$ cat config.mk
export PLATFORM = sky130hd
export DESIGN_NAME = fpwi_seq
export DESIGN_NICKNAME = d
export VERILOG_FILES = /design/src/fpwi_pkg.sv /design/src/fpwi_timer_if.sv /design/src/fpwi_seq.sv /design/src/fpwi_timer.sv
export SDC_FILE = /design/constraint.sdc
export NUM_CORES = 1
export LEC_CHECK = 0
export BUFFER_PORTS_ARGS = -buffer_cell sky130_fd_sc_hd__buf_2
export CORE_UTILIZATION = 55
export DETAILED_ROUTE_END_ITERATION = 12
export PLACE_DENSITY = 0.78
export SETUP_SLACK_MARGIN = 0.1
export SLEW_MARGIN = 20
export SYNTH_ARGS = -nofsm -noshare
export SYNTH_HDL_FRONTEND = slang
export SYNTH_SLANG_ARGS = --single-unit
$ cat constraint.sdc
create_clock -name mclk -period 2.65 [get_ports mclk]
set_clock_uncertainty 0.2 [all_clocks]
set_input_delay 0.1325 -clock mclk [delete_from_list [all_inputs] [get_ports mclk]]
set_output_delay 0.1325 -clock mclk [all_outputs]
set_load 0.005 [all_outputs]
$ cat src/fpwi_pkg.sv
/*
  Constants, register map and enumerations for the flash power-up
  write-inhibit sequencer.
  Assumes a 100 MHz mclk and a 32-bit AXI4-Lite register bus.
*/
package fpwi_pkg;
  // Clock and timing
  localparam int CLK_MHZ = 100;
  localparam int WRITE_INHIBIT_DELAY_MS = 1;
  localparam int WRITE_INHIBIT_DELAY_MAX_MS = 10;
  localparam int WRITE_INHIBIT_CYCLES = WRITE_INHIBIT_DELAY_MS * 1000 * CLK_MHZ;
  localparam int SELECT_DELAY_US = 30;
  localparam int SELECT_DELAY_CYCLES = SELECT_DELAY_US * CLK_MHZ;
  localparam int CNT_W = 24;
  localparam int SEL_W = 13;

  // Register byte offsets
  localparam logic [7:0] CTRL_OFS = 8'h00;
  localparam logic [7:0] CMD_OFS = 8'h04;
  localparam logic [7:0] STATUS_OFS = 8'h08;
  localparam logic [7:0] LOCK_OFS = 8'h0c;
  localparam logic [7:0] ARRAY_OFS = 8'h10;
  localparam logic [7:0] ID_OFS = 8'h14;

  // Field positions
  localparam int BUSY_BIT = 0;
  localparam int LATCH_BIT = 1;
  localparam int CTRL_DONE_BIT = 0;
  localparam int STS_READY_BIT = 8;
  localparam int STS_WRITE_OK_BIT = 9;
  localparam int STS_DEEP_BIT = 10;
  localparam int STS_POR_BIT = 11;
  localparam int STS_REJECT_BIT = 12;
  localparam int NUM_SECTORS = 8;

  // Reset and delivery values
  localparam logic [7:0] STATUS_RESET = 8'h00;
  localparam logic [7:0] ARRAY_ERASED = 8'hff;
  localparam logic [15:0] ID_VALUE = 16'h5a5a;  // Arbitrary identity value
  localparam logic [1:0] AXI_OKAY = 2'b00;
  localparam logic [1:0] AXI_SLVERR = 2'b10;

  // Instruction opcodes as written into the command register
  typedef enum logic [7:0] {
    write_enable_cmd = 8'h06,
    page_program_cmd = 8'h02,
    dual_in_program_cmd = 8'ha2,
    otp_program_cmd = 8'h42,
    small_erase_cmd = 8'h20,
    block_erase_cmd = 8'hd8,
    chip_erase_cmd = 8'hc7,
    status_write_cmd = 8'h01,
    lock_write_cmd = 8'he5,
    read_cmd = 8'h03,
    deep_cmd = 8'hb9,
    wake_cmd = 8'hab
  } fpwi_cmd_t;

  typedef enum logic [1:0] {PWR_OFF, PWR_WAIT, PWR_READ, PWR_FULL} fpwi_pwr_t;
endpackage : fpwi_pkg

$ cat src/fpwi_timer_if.sv
/*
  Interface carrying the write-inhibit timer handshake.
  Assumes one clock domain shared by timer and sequencer.
*/
`timescale 1ns/100ps
interface fpwi_timer_if;
  logic supplyOk;
  logic selectDone;
  logic inhibitDone;
  modport timer (input supplyOk, output selectDone, output inhibitDone);
  modport seq (output supplyOk, input selectDone, input inhibitDone);
endinterface : fpwi_timer_if
$ cat src/fpwi_seq.sv
/*
  Power-up write-inhibit sequencer of a serial flash instruction unit.
  Instructions arrive through an AXI4-Lite command register; the block
  gates them by supply state and holds the power-up state of the flags.
  Assumes supplyOk comes from an external threshold detector, synchronous
  to mclk, and that the host keeps chip select high during power changes.
*/
`timescale 1ns/100ps
module fpwi_seq #(
  parameter int INHIBIT_CYCLES = fpwi_pkg::WRITE_INHIBIT_CYCLES
) (
  input wire logic mclk,
  input wire logic rst_n,
  input wire logic supplyOk,
  input wire logic [7:0] s_axi_awaddr,
  input wire logic s_axi_awvalid,
  output logic s_axi_awready,
  input wire logic [31:0] s_axi_wdata,
  input wire logic [3:0] s_axi_wstrb,
  input wire logic s_axi_wvalid,
  output logic s_axi_wready,
  output logic [1:0] s_axi_bresp,
  output logic s_axi_bvalid,
  input wire logic s_axi_bready,
  input wire logic [7:0] s_axi_araddr,
  input wire logic s_axi_arvalid,
  output logic s_axi_arready,
  output logic [31:0] s_axi_rdata,
  output logic [1:0] s_axi_rresp,
  output logic s_axi_rvalid,
  input wire logic s_axi_rready,
  output logic writeAllowed,
  output logic readAllowed
);
  import fpwi_pkg::*;

  fpwi_timer_if tif ();
  assign tif.supplyOk = supplyOk;

  fpwi_timer #(.INHIBIT_CYCLES(INHIBIT_CYCLES)) u_timer (
    .mclk(mclk),
    .rst_n(rst_n),
    .tif(tif)
  );

  // Write-class decode, shared by gating and latch logic
  function automatic logic isWriteClass(input logic [7:0] op);
    case (op)
      write_enable_cmd, page_program_cmd, dual_in_program_cmd, otp_program_cmd,
      small_erase_cmd, block_erase_cmd, chip_erase_cmd, status_write_cmd,
      lock_write_cmd: isWriteClass = 1'b1;
      default: isWriteClass = 1'b0;
    endcase
  endfunction : isWriteClass

  // Program, erase, status write and lock write need the enable latch
  function automatic logic needsLatch(input logic [7:0] op);
    needsLatch = isWriteClass(op) && op != write_enable_cmd;
  endfunction : needsLatch

  fpwi_pwr_t pwr;
  fpwi_pwr_t next_pwr;
  logic [7:0] status;
  logic [7:0] next_status;
  logic [NUM_SECTORS-1:0] writeLock;
  logic [NUM_SECTORS-1:0] next_writeLock;
  logic [NUM_SECTORS-1:0] lockDown;
  logic [NUM_SECTORS-1:0] next_lockDown;
  logic deepMode;
  logic next_deepMode;
  logic rejected;
  logic next_rejected;
  logic [3:0] busyCnt;
  logic [3:0] next_busyCnt;

  // AXI state
  logic awHeld;
  logic next_awHeld;
  logic wHeld;
  logic next_wHeld;
  logic [7:0] awAddr;
  logic [7:0] next_awAddr;
  logic [31:0] wData;
  logic [31:0] next_wData;
  logic bvalid;
  logic next_bvalid;
  logic [1:0] bresp;
  logic [1:0] next_bresp;
  logic rvalid;
  logic next_rvalid;
  logic [31:0] rdata;
  logic [31:0] next_rdata;
  logic [1:0] rresp;
  logic [1:0] next_rresp;
  logic wrAllow;
  logic next_wrAllow;
  logic rdAllow;
  logic next_rdAllow;

  logic doWrite;
  logic [7:0] op;
  assign doWrite = awHeld && wHeld && !bvalid;
  assign op = wData[7:0];

  // Power state follows supply and the two delays
  always_comb begin
    next_pwr = pwr;
    case (pwr)
      PWR_OFF: if (supplyOk) next_pwr = PWR_WAIT;
      PWR_WAIT: if (tif.selectDone) next_pwr = tif.inhibitDone ? PWR_FULL : PWR_READ;
      PWR_READ: if (tif.inhibitDone) next_pwr = PWR_FULL;
      PWR_FULL: next_pwr = PWR_FULL;
      default: next_pwr = PWR_OFF;
    endcase
    if (!supplyOk) next_pwr = PWR_OFF;
    next_wrAllow = (next_pwr == PWR_FULL);
    next_rdAllow = (next_pwr == PWR_READ) || (next_pwr == PWR_FULL);
  end

  // Instruction execution and power-up state
  always_comb begin
    next_status = status;
    next_writeLock = writeLock;
    next_lockDown = lockDown;
    next_deepMode = deepMode;
    next_rejected = rejected;
    next_busyCnt = busyCnt;
    if (busyCnt != 4'h0) begin
      next_busyCnt = busyCnt - 4'h1;
      if (busyCnt == 4'h1) begin
        next_status[BUSY_BIT] = 1'b0;
        next_status[LATCH_BIT] = 1'b0;
      end
    end
    if (doWrite && awAddr == CMD_OFS && s_axi_wstrb[0]) begin
      if (pwr == PWR_OFF || pwr == PWR_WAIT) begin
        next_rejected = 1'b1;
      end else if (deepMode) begin
        if (op == wake_cmd) next_deepMode = 1'b0;
        else next_rejected = 1'b1;
      end else if (isWriteClass(op) && !tif.inhibitDone) begin
        next_rejected = 1'b1;
      end else if (status[BUSY_BIT]) begin
        next_rejected = 1'b1;
      end else if (op == write_enable_cmd) begin
        next_status[LATCH_BIT] = 1'b1;
      end else if (needsLatch(op)) begin
        if (!status[LATCH_BIT]) begin
          next_rejected = 1'b1;
        end else begin
          next_status[BUSY_BIT] = 1'b1;
          next_busyCnt = 4'hf;
          if (op == lock_write_cmd) begin
            next_writeLock = writeLock | wData[8 +: NUM_SECTORS];
            next_lockDown = lockDown | wData[16 +: NUM_SECTORS];
          end
          if (op == status_write_cmd) next_status[7:2] = wData[15:10];
        end
      end else if (op == deep_cmd) begin
        next_deepMode = 1'b1;
      end
    end else if (doWrite && awAddr == CTRL_OFS && s_axi_wstrb[0] && wData[CTRL_DONE_BIT]) begin
      next_rejected = 1'b0;
    end
    // Hold everything at power-up values while supply is low
    if (!supplyOk) begin
      next_status = STATUS_RESET;
      next_writeLock = '0;
      next_lockDown = '0;
      next_deepMode = 1'b0;
      next_rejected = 1'b0;
      next_busyCnt = 4'h0;
    end
  end

  // AXI4-Lite slave; address and data may come in either order
  always_comb begin
    next_awHeld = awHeld;
    next_wHeld = wHeld;
    next_awAddr = awAddr;
    next_wData = wData;
    next_bvalid = bvalid;
    next_bresp = bresp;
    next_rvalid = rvalid;
    next_rdata = rdata;
    next_rresp = rresp;
    if (s_axi_awvalid && !awHeld) begin
      next_awHeld = 1'b1;
      next_awAddr = s_axi_awaddr;
    end
    if (s_axi_wvalid && !wHeld) begin
      next_wHeld = 1'b1;
      next_wData = s_axi_wdata;
    end
    if (doWrite) begin
      next_awHeld = 1'b0;
      next_wHeld = 1'b0;
      next_bvalid = 1'b1;
      next_bresp = (awAddr == CTRL_OFS || awAddr == CMD_OFS) ? AXI_OKAY : AXI_SLVERR;
    end
    if (bvalid && s_axi_bready) next_bvalid = 1'b0;
    if (s_axi_arvalid && !rvalid) begin
      next_rvalid = 1'b1;
      next_rresp = AXI_OKAY;
      case (s_axi_araddr)
        CTRL_OFS: next_rdata = 32'h0;
        CMD_OFS: next_rdata = 32'h0;
        STATUS_OFS: next_rdata = {19'h0, rejected, ~supplyOk, deepMode, wrAllow, rdAllow, status};
        LOCK_OFS: next_rdata = {8'h0, lockDown, 8'h0, writeLock};
        ARRAY_OFS: next_rdata = {24'h0, ARRAY_ERASED};
        ID_OFS: next_rdata = {16'h0, ID_VALUE};
        default: begin
          next_rdata = 32'h0;
          next_rresp = AXI_SLVERR;
        end
      endcase
    end
    if (rvalid && s_axi_rready) next_rvalid = 1'b0;
  end

  always_ff @(posedge mclk or negedge rst_n) begin
    if (!rst_n) begin
      pwr <= PWR_OFF;
      status <= STATUS_RESET;
      writeLock <= '0;
      lockDown <= '0;
      deepMode <= 1'b0;
      rejected <= 1'b0;
      busyCnt <= 4'h0;
      awHeld <= 1'b0;
      wHeld <= 1'b0;
      awAddr <= 8'h0;
      wData <= 32'h0;
      bvalid <= 1'b0;
      bresp <= AXI_OKAY;
      rvalid <= 1'b0;
      rdata <= 32'h0;
      rresp <= AXI_OKAY;
      wrAllow <= 1'b0;
      rdAllow <= 1'b0;
    end else begin
      pwr <= next_pwr;
      status <= next_status;
      writeLock <= next_writeLock;
      lockDown <= next_lockDown;
      deepMode <= next_deepMode;
      rejected <= next_rejected;
      busyCnt <= next_busyCnt;
      awHeld <= next_awHeld;
      wHeld <= next_wHeld;
      awAddr <= next_awAddr;
      wData <= next_wData;
      bvalid <= next_bvalid;
      bresp <= next_bresp;
      rvalid <= next_rvalid;
      rdata <= next_rdata;
      rresp <= next_rresp;
      wrAllow <= next_wrAllow;
      rdAllow <= next_rdAllow;
    end
  end

  // Ready held low while an item waits; outputs are flop based
  always_ff @(posedge mclk or negedge rst_n) begin
    if (!rst_n) begin
      s_axi_awready <= 1'b0;
      s_axi_wready <= 1'b0;
      s_axi_arready <= 1'b0;
    end else begin
      s_axi_awready <= !next_awHeld && !(s_axi_awvalid && s_axi_awready);
      s_axi_wready <= !next_wHeld && !(s_axi_wvalid && s_axi_wready);
      s_axi_arready <= !next_rvalid && !(s_axi_arvalid && s_axi_arready);
    end
  end

  assign s_axi_bvalid = bvalid;
  assign s_axi_bresp = bresp;
  assign s_axi_rvalid = rvalid;
  assign s_axi_rdata = rdata;
  assign s_axi_rresp = rresp;
  assign writeAllowed = wrAllow;
  assign readAllowed = rdAllow;
endmodule : fpwi_seq

$ cat src/fpwi_timer.sv
/*
  Power-up delay timer: counts the select and write-inhibit delays.
  Assumes supplyOk is synchronous to mclk.
*/
`timescale 1ns/100ps
module fpwi_timer #(
  parameter int INHIBIT_CYCLES = fpwi_pkg::WRITE_INHIBIT_CYCLES
) (
  input wire logic mclk,
  input wire logic rst_n,
  fpwi_timer_if.timer tif
);
  import fpwi_pkg::*;
  logic [CNT_W-1:0] cnt;
  logic [CNT_W-1:0] next_cnt;
  logic [SEL_W-1:0] selCnt;
  logic [SEL_W-1:0] next_selCnt;
  logic selectDone;
  logic next_selectDone;
  logic inhibitDone;
  logic next_inhibitDone;

  // Counters restart whenever the supply drops
  always_comb begin
    next_cnt = cnt;
    next_selCnt = selCnt;
    next_selectDone = selectDone;
    next_inhibitDone = inhibitDone;
    if (!tif.supplyOk) begin
      next_cnt = '0;
      next_selCnt = '0;
      next_selectDone = 1'b0;
      next_inhibitDone = 1'b0;
    end else begin
      if (!inhibitDone) begin
        next_cnt = cnt + 1'b1;
        if (cnt == CNT_W'(INHIBIT_CYCLES - 1)) next_inhibitDone = 1'b1;
      end
      if (!selectDone) begin
        next_selCnt = selCnt + 1'b1;
        if (selCnt == SEL_W'(SELECT_DELAY_CYCLES - 1)) next_selectDone = 1'b1;
      end
    end
  end

  always_ff @(posedge mclk or negedge rst_n) begin
    if (!rst_n) begin
      cnt <= '0;
      selCnt <= '0;
      selectDone <= 1'b0;
      inhibitDone <= 1'b0;
    end else begin
      cnt <= next_cnt;
      selCnt <= next_selCnt;
      selectDone <= next_selectDone;
      inhibitDone <= next_inhibitDone;
    end
  end

  assign tif.selectDone = selectDone;
  assign tif.inhibitDone = inhibitDone;
endmodule : fpwi_timer

* Word-level counts from Yosys, hierarchy flattened
Cells that the tools add are included.
** Word-level totals
- Memories :: 0
- Memory bits (writable) :: 0
- ROM bits :: 0
- Bits in latches :: 0
- Flip-flop bits (word level) :: 148
** Operators by class
- $add $sub $neg :: 3
- Equal/unequal tests :: 43
- Bitwise logic cells :: 3
- Divide/modulo/power cells :: 0
- Shift operators :: 0
- Muxes and demuxes :: 103
- $mul :: 0
- Reductions and logical operators :: 45
- $lt $le $gt $ge :: 0
** Operator list (count)
- 8-bit 2-to-1 mux :: 26
- 24-bit one-hot mux with 4 select lines :: 1
- 1-bit 2-to-1 mux :: 50
- 8-bit == test, second input constant :: 6
- 24-bit 2-to-1 mux :: 2
- 4-bit 2-to-1 mux :: 10
- 13-bit 2-to-1 mux :: 2
- 24-bit by 1-bit adder with 24-bit output, second input constant :: 1
- 24-bit by 17-bit == test with 1-bit output, second input constant :: 1
- 8-bit by 3-bit == test with 1-bit output, second input constant :: 3
- 6-bit 2-to-1 mux :: 4
- 1-bit logical AND :: 20
- 9-bit AND reduction :: 2
- 8-bit by 4-bit == test with 1-bit output, second input constant :: 2
- 8-bit by 5-bit == test with 1-bit output, second input constant :: 2
- 8-bit zero test :: 2
- 8-bit OR :: 2
- 2-bit 2-to-1 mux :: 7
- 2-bit != test, second input constant :: 7
- 13-bit by 1-bit adder with 13-bit output, second input constant :: 1
- 13-bit by 12-bit == test with 1-bit output, second input constant :: 1
- 1-bit zero test :: 11
- 2-bit by 1-bit != test with 1-bit output, second input constant :: 5
- 9-bit OR reduction :: 1
- 23 further kinds :: 28

* Longest topological paths before layout
- Word-level depth :: 20
- Depth in mapped cells :: 6
- Depth with buffers taken out :: 6

* Hierarchy
Synthesis repeated with hierarchy kept, for this count alone.
** Unflattened totals
- Cells, all modules :: 571
- Area total of the unflattened synthesis :: 6371.1 sq um
** By module, submodules not included
- fpwi_seq :: area each 4352.9 sq um, times used 1, cells each 365
- fpwi_timer :: area each 2018.2 sq um, times used 1, cells each 206

* Least setup slack after synthesis
Ideal clock, no wire load.
- Path kind :: register -> register
- From :: reg awAddr[5]
- To :: reg status[2]
- Period minus slack after synthesis :: 2.434 ns
- Path slack :: 0.216 ns
- Cell stages (with the launch flop) :: 6
- Library setup time :: 0.079 ns
- Arrival time :: 2.154 ns
- Data required time :: 2.371 ns
- Path through :: dfrtp_1 > or4_4 > nor4_4 > nand3_2 > nor4b_4 > mux2i_1
** On the way
- Cells in the longest elaborated chain, start to end :: 5
** RTL lines
- start: declaration :: line fpwi_seq.sv:81 : logic [7:0] awAddr;
- start signal: assignment :: line fpwi_seq.sv:251 : awAddr <= next_awAddr;
- 8-bit by 3-bit == test with 1-bit output :: line fpwi_seq.sv:135 : if (doWrite && awAddr == CMD_OFS && s_axi_wstrb[0]) begin
- 1-bit logical AND (2 in series) :: line fpwi_seq.sv:135
- 2-bit by 1-bit != test with 1-bit output (no line)
- 9-bit AND reduction (no line)
- end signal: assignment :: line fpwi_seq.sv:243 : status <= next_status;
- end: declaration :: line fpwi_seq.sv:63 : logic [7:0] status;
Every way passes these cells.
A chain may end at the register's enable or synchronous reset.

* Worst setup path in the final report
- From :: reg awAddr[4]
- To :: reg status[7]
Same word-level chain as after synthesis.

==> metrics.md <==
| Metric | Value |
|---|---|
| Status | `finished with violations` |
| Failing checks | `hold timing` |
| Hold Slack | `-19.4 ps` |
| Synth area leaders | `dfrtp_1 55%, mux2_2 7.1%, nand2_1 3.6%` |
| Via count | `4,887` |
| Hold Path Stages | `6` |
| DRT iter0 DRCs | `320` |
| Crit path time final | `2360 ps` |
| Area of placed instances | `6750 um2` |
| CP max FO | `6` |
| Worst Path Arrival | `2590 ps` |
| Worst VDD drop | `0.000689 V` |
| Total clock sinks | `136` |
| Dpl ws | `195 ps` |
| Drt drc | `0` |
| Fin. max-slew vios | `0` |
| Worst setup path category | `flip-flop to flip-flop` |
| Post-Syn Area per Cell | `10.9 um2` |
| Yosys reg bits | `136` |
| Cell area after layout | `7860 um2` |
| FFs w/ async S/R, synth | `100%` |
| Top-area cell type share of the netlist area | `55.1%` |
| Cell area after synthesis | `6180 um2` |
| Filler cells | `761` |
| RePlAce Congestion | `0.808` |
| Most common cell after layout, fill and taps aside | `dfrtp_1` |
| Ports | `103` |
| Clk slew on worst S/H paths | `60 ps` |
| Vias in the first global route | `4,876` |
| Ys Warns | `0` |
| Synth-to-Final Area Change | `27.1%` |
| Commonest non-fill, non-tap cells in the layout | `136 x dfrtp_1, 78 x buf_2, 59 x nand2_1` |
| Share of cells above drive strength 1 | `23.9%` |
| Max-cap violation count | `0` |
| Leading area contributor after synthesis | `dfrtp_1` |
| Leakage power | `3.58 nW` |
| Root buf cell | `clkbuf_8` |
| Layout Cells excl Fill | `862` |
| Core area | `10,900 um2` |
| Setup TNS | `0 ps` |
| Num CTS Buffers | `17` |
| DPL Wire Length | `8820 um` |
| 1st-pass router iterations | `5` |
| Pwr/cell area | `768 nW/um2` |
| # port buffers | `79` |
| Die footprint | `11,700 um2` |
| Fin nets | `776` |
| Worst-Margin Slew | `683 ps` |
| Setup violators final | `0` |
| Chip Height | `108 um` |
| Std cell rows | `38` |
| Tcrit/Tclk final | `89.1%` |
| Setup WS post-layout | `290 ps` |
| Placed Cells | `779` |
| Seq/Total Area, Yosys | `55.1%` |
| WL/cell | `16.5 um` |
| Cells after synthesis | `568` |
| Drt via density | `5.67` |
| Yosys cell types | `53` |
| Worst Hold Class | `primary input to flip-flop` |
| Worst setup SP type | `flip-flop` |
| Post-CTS Setup Bufs | `0` |
| Dominant synthesized flop cell | `dfrtp_1` |
| CTS tree | `done` |
| Final wirelength | `14,200 um` |
| Power, Total | `6.04 mW` |
| Worst setup EP type | `flip-flop` |
| Clk buf depth | `2` |
| Reg2Reg Depth | `6` |
| Req. time, crit path | `2880 ps` |
| Final ANT Viol Nets | `0` |
| Fmax | `0.424 GHz` |
| RSZ-0062 raised after global routing | `false` |
| Antenna violations before repair | `1` |
| Total global routing overflow | `0` |
| Max_slew headroom | `54.3%` |
| Gr usage total | `26.4%` |
| Clk_lat worst skew | `520 ps` |
| Starting density of the core | `56.8%` |
| H-Tree Depth | `4` |
| EDFF count, synth | `0` |
| Die X | `108 um` |
| Final hold viol count | `1` |
| First-pass GRT wire length | `23,500 um` |
| Largest net degree at the start of global routing | `63` |
-- state kept, by name, indices dropped and copies added (netlist names), 2 cells and up --
| register | count |
|---|---|
| u_timer.cnt | 24 |
| wData | 24 |
| s_axi_rdata | 22 |
| u_timer.selCnt | 13 |
| awAddr | 8 |
| lockDown | 8 |
| status | 8 |
| writeLock | 8 |
| busyCnt | 4 |
| pwr | 2 |
-- cell usage after synthesis (all sizes together), types with 12 or more instances --
| cell | instances |
|---|---|
| inv | 12 |
| mux2 | 39 |
| clkbuf | 16 |
| nand3 | 22 |
| a21oi | 26 |
| or3 | 12 |
| nor4 | 12 |
| dfrtp | 136 |
| buf | 19 |
| nand2 | 59 |
| xor2 | 20 |
| o21ai | 29 |
| nor2 | 42 |
| a22o | 24 |
-- per-stage QoR --
step                util [%]  hold WS, ps
CTS                     72.0         91.5
finish                  72.2        -19.4
floorplan                  -         -363
global placement        62.0        -28.8
global route            72.2         29.6
detailed placement      62.0        -9.24
-- logic make-up (layout without fill, tap and decap cells) --
kind of cell    after synthesis  count (layout)  synth area share, %
compound gates               97              97                 10.0
other cells                   1              13               0.0607
buf+inv                      47             189                 3.64
flops                       136             136                 55.1
xor+xnor                     28              28                 3.97
simple gates                205             205                 17.5
fa+ha+maj                     5               5                 1.01
mux                          49              49                 8.72
-- worst paths after layout --
check                                start                endpoint  slack (ps)
setup / recovery                 awAddr[4]               status[7]         290
max in group asynchronous            rst_n               awAddr[1]        1310
min in group asynchronous            rst_n  u_timer.tif.selectDone         340
hold reg to reg               s_axi_wready            s_axi_wready         260
setup reg to reg                 awAddr[4]               status[7]         290
hold / removal             s_axi_araddr[1]          s_axi_rdata[8]         -20
-- layer usage --
metal / vias up / share of wire (%) / GRT usage, %
met2: 160 / 51 / 45.3
li1: 2279 / - / -
met5: - / 0 / 0
met1: 2430 / 43 / 32.5
met3: 18 / 4.2 / 6.03
met4: 0 / 1.4 / 9.49
-- power breakdown --
part / switching, mW / internal (mW)
logic: 0.490 / 0.557
clock network: 0.824 / 1.42
registers: 0.322 / 2.42
total: 1.64 / 4.40
-- layout make-up --
cell class	count	area (um2)	area share (%)
sequential	136	3400	43.3
multi-input combinational	396	2610	33.2
timing repair buffer	148	1070	13.6
clock buffer	26	488	6.21
tap	140	175	2.23
clock inverter	3	65.1	0.828
inverter	12	45.0	0.573
antenna	1	2.50	0.0318
-- critical path: stages (launching register included) --
cell and delay [ps]:
dfrtp_1 390, or4_4 540, nor4_4 300, nand3_2 140, nor4b_4 280, buf_4 220, mux2i_1 210
-- repair_timing --
action,in CTS,in global routing
hold buffers,52,2
setup endpoints to repair,2,5
hold endpoints to repair,191,2
gates resized for setup,1,2
Power figures use the tool's default switching activity.
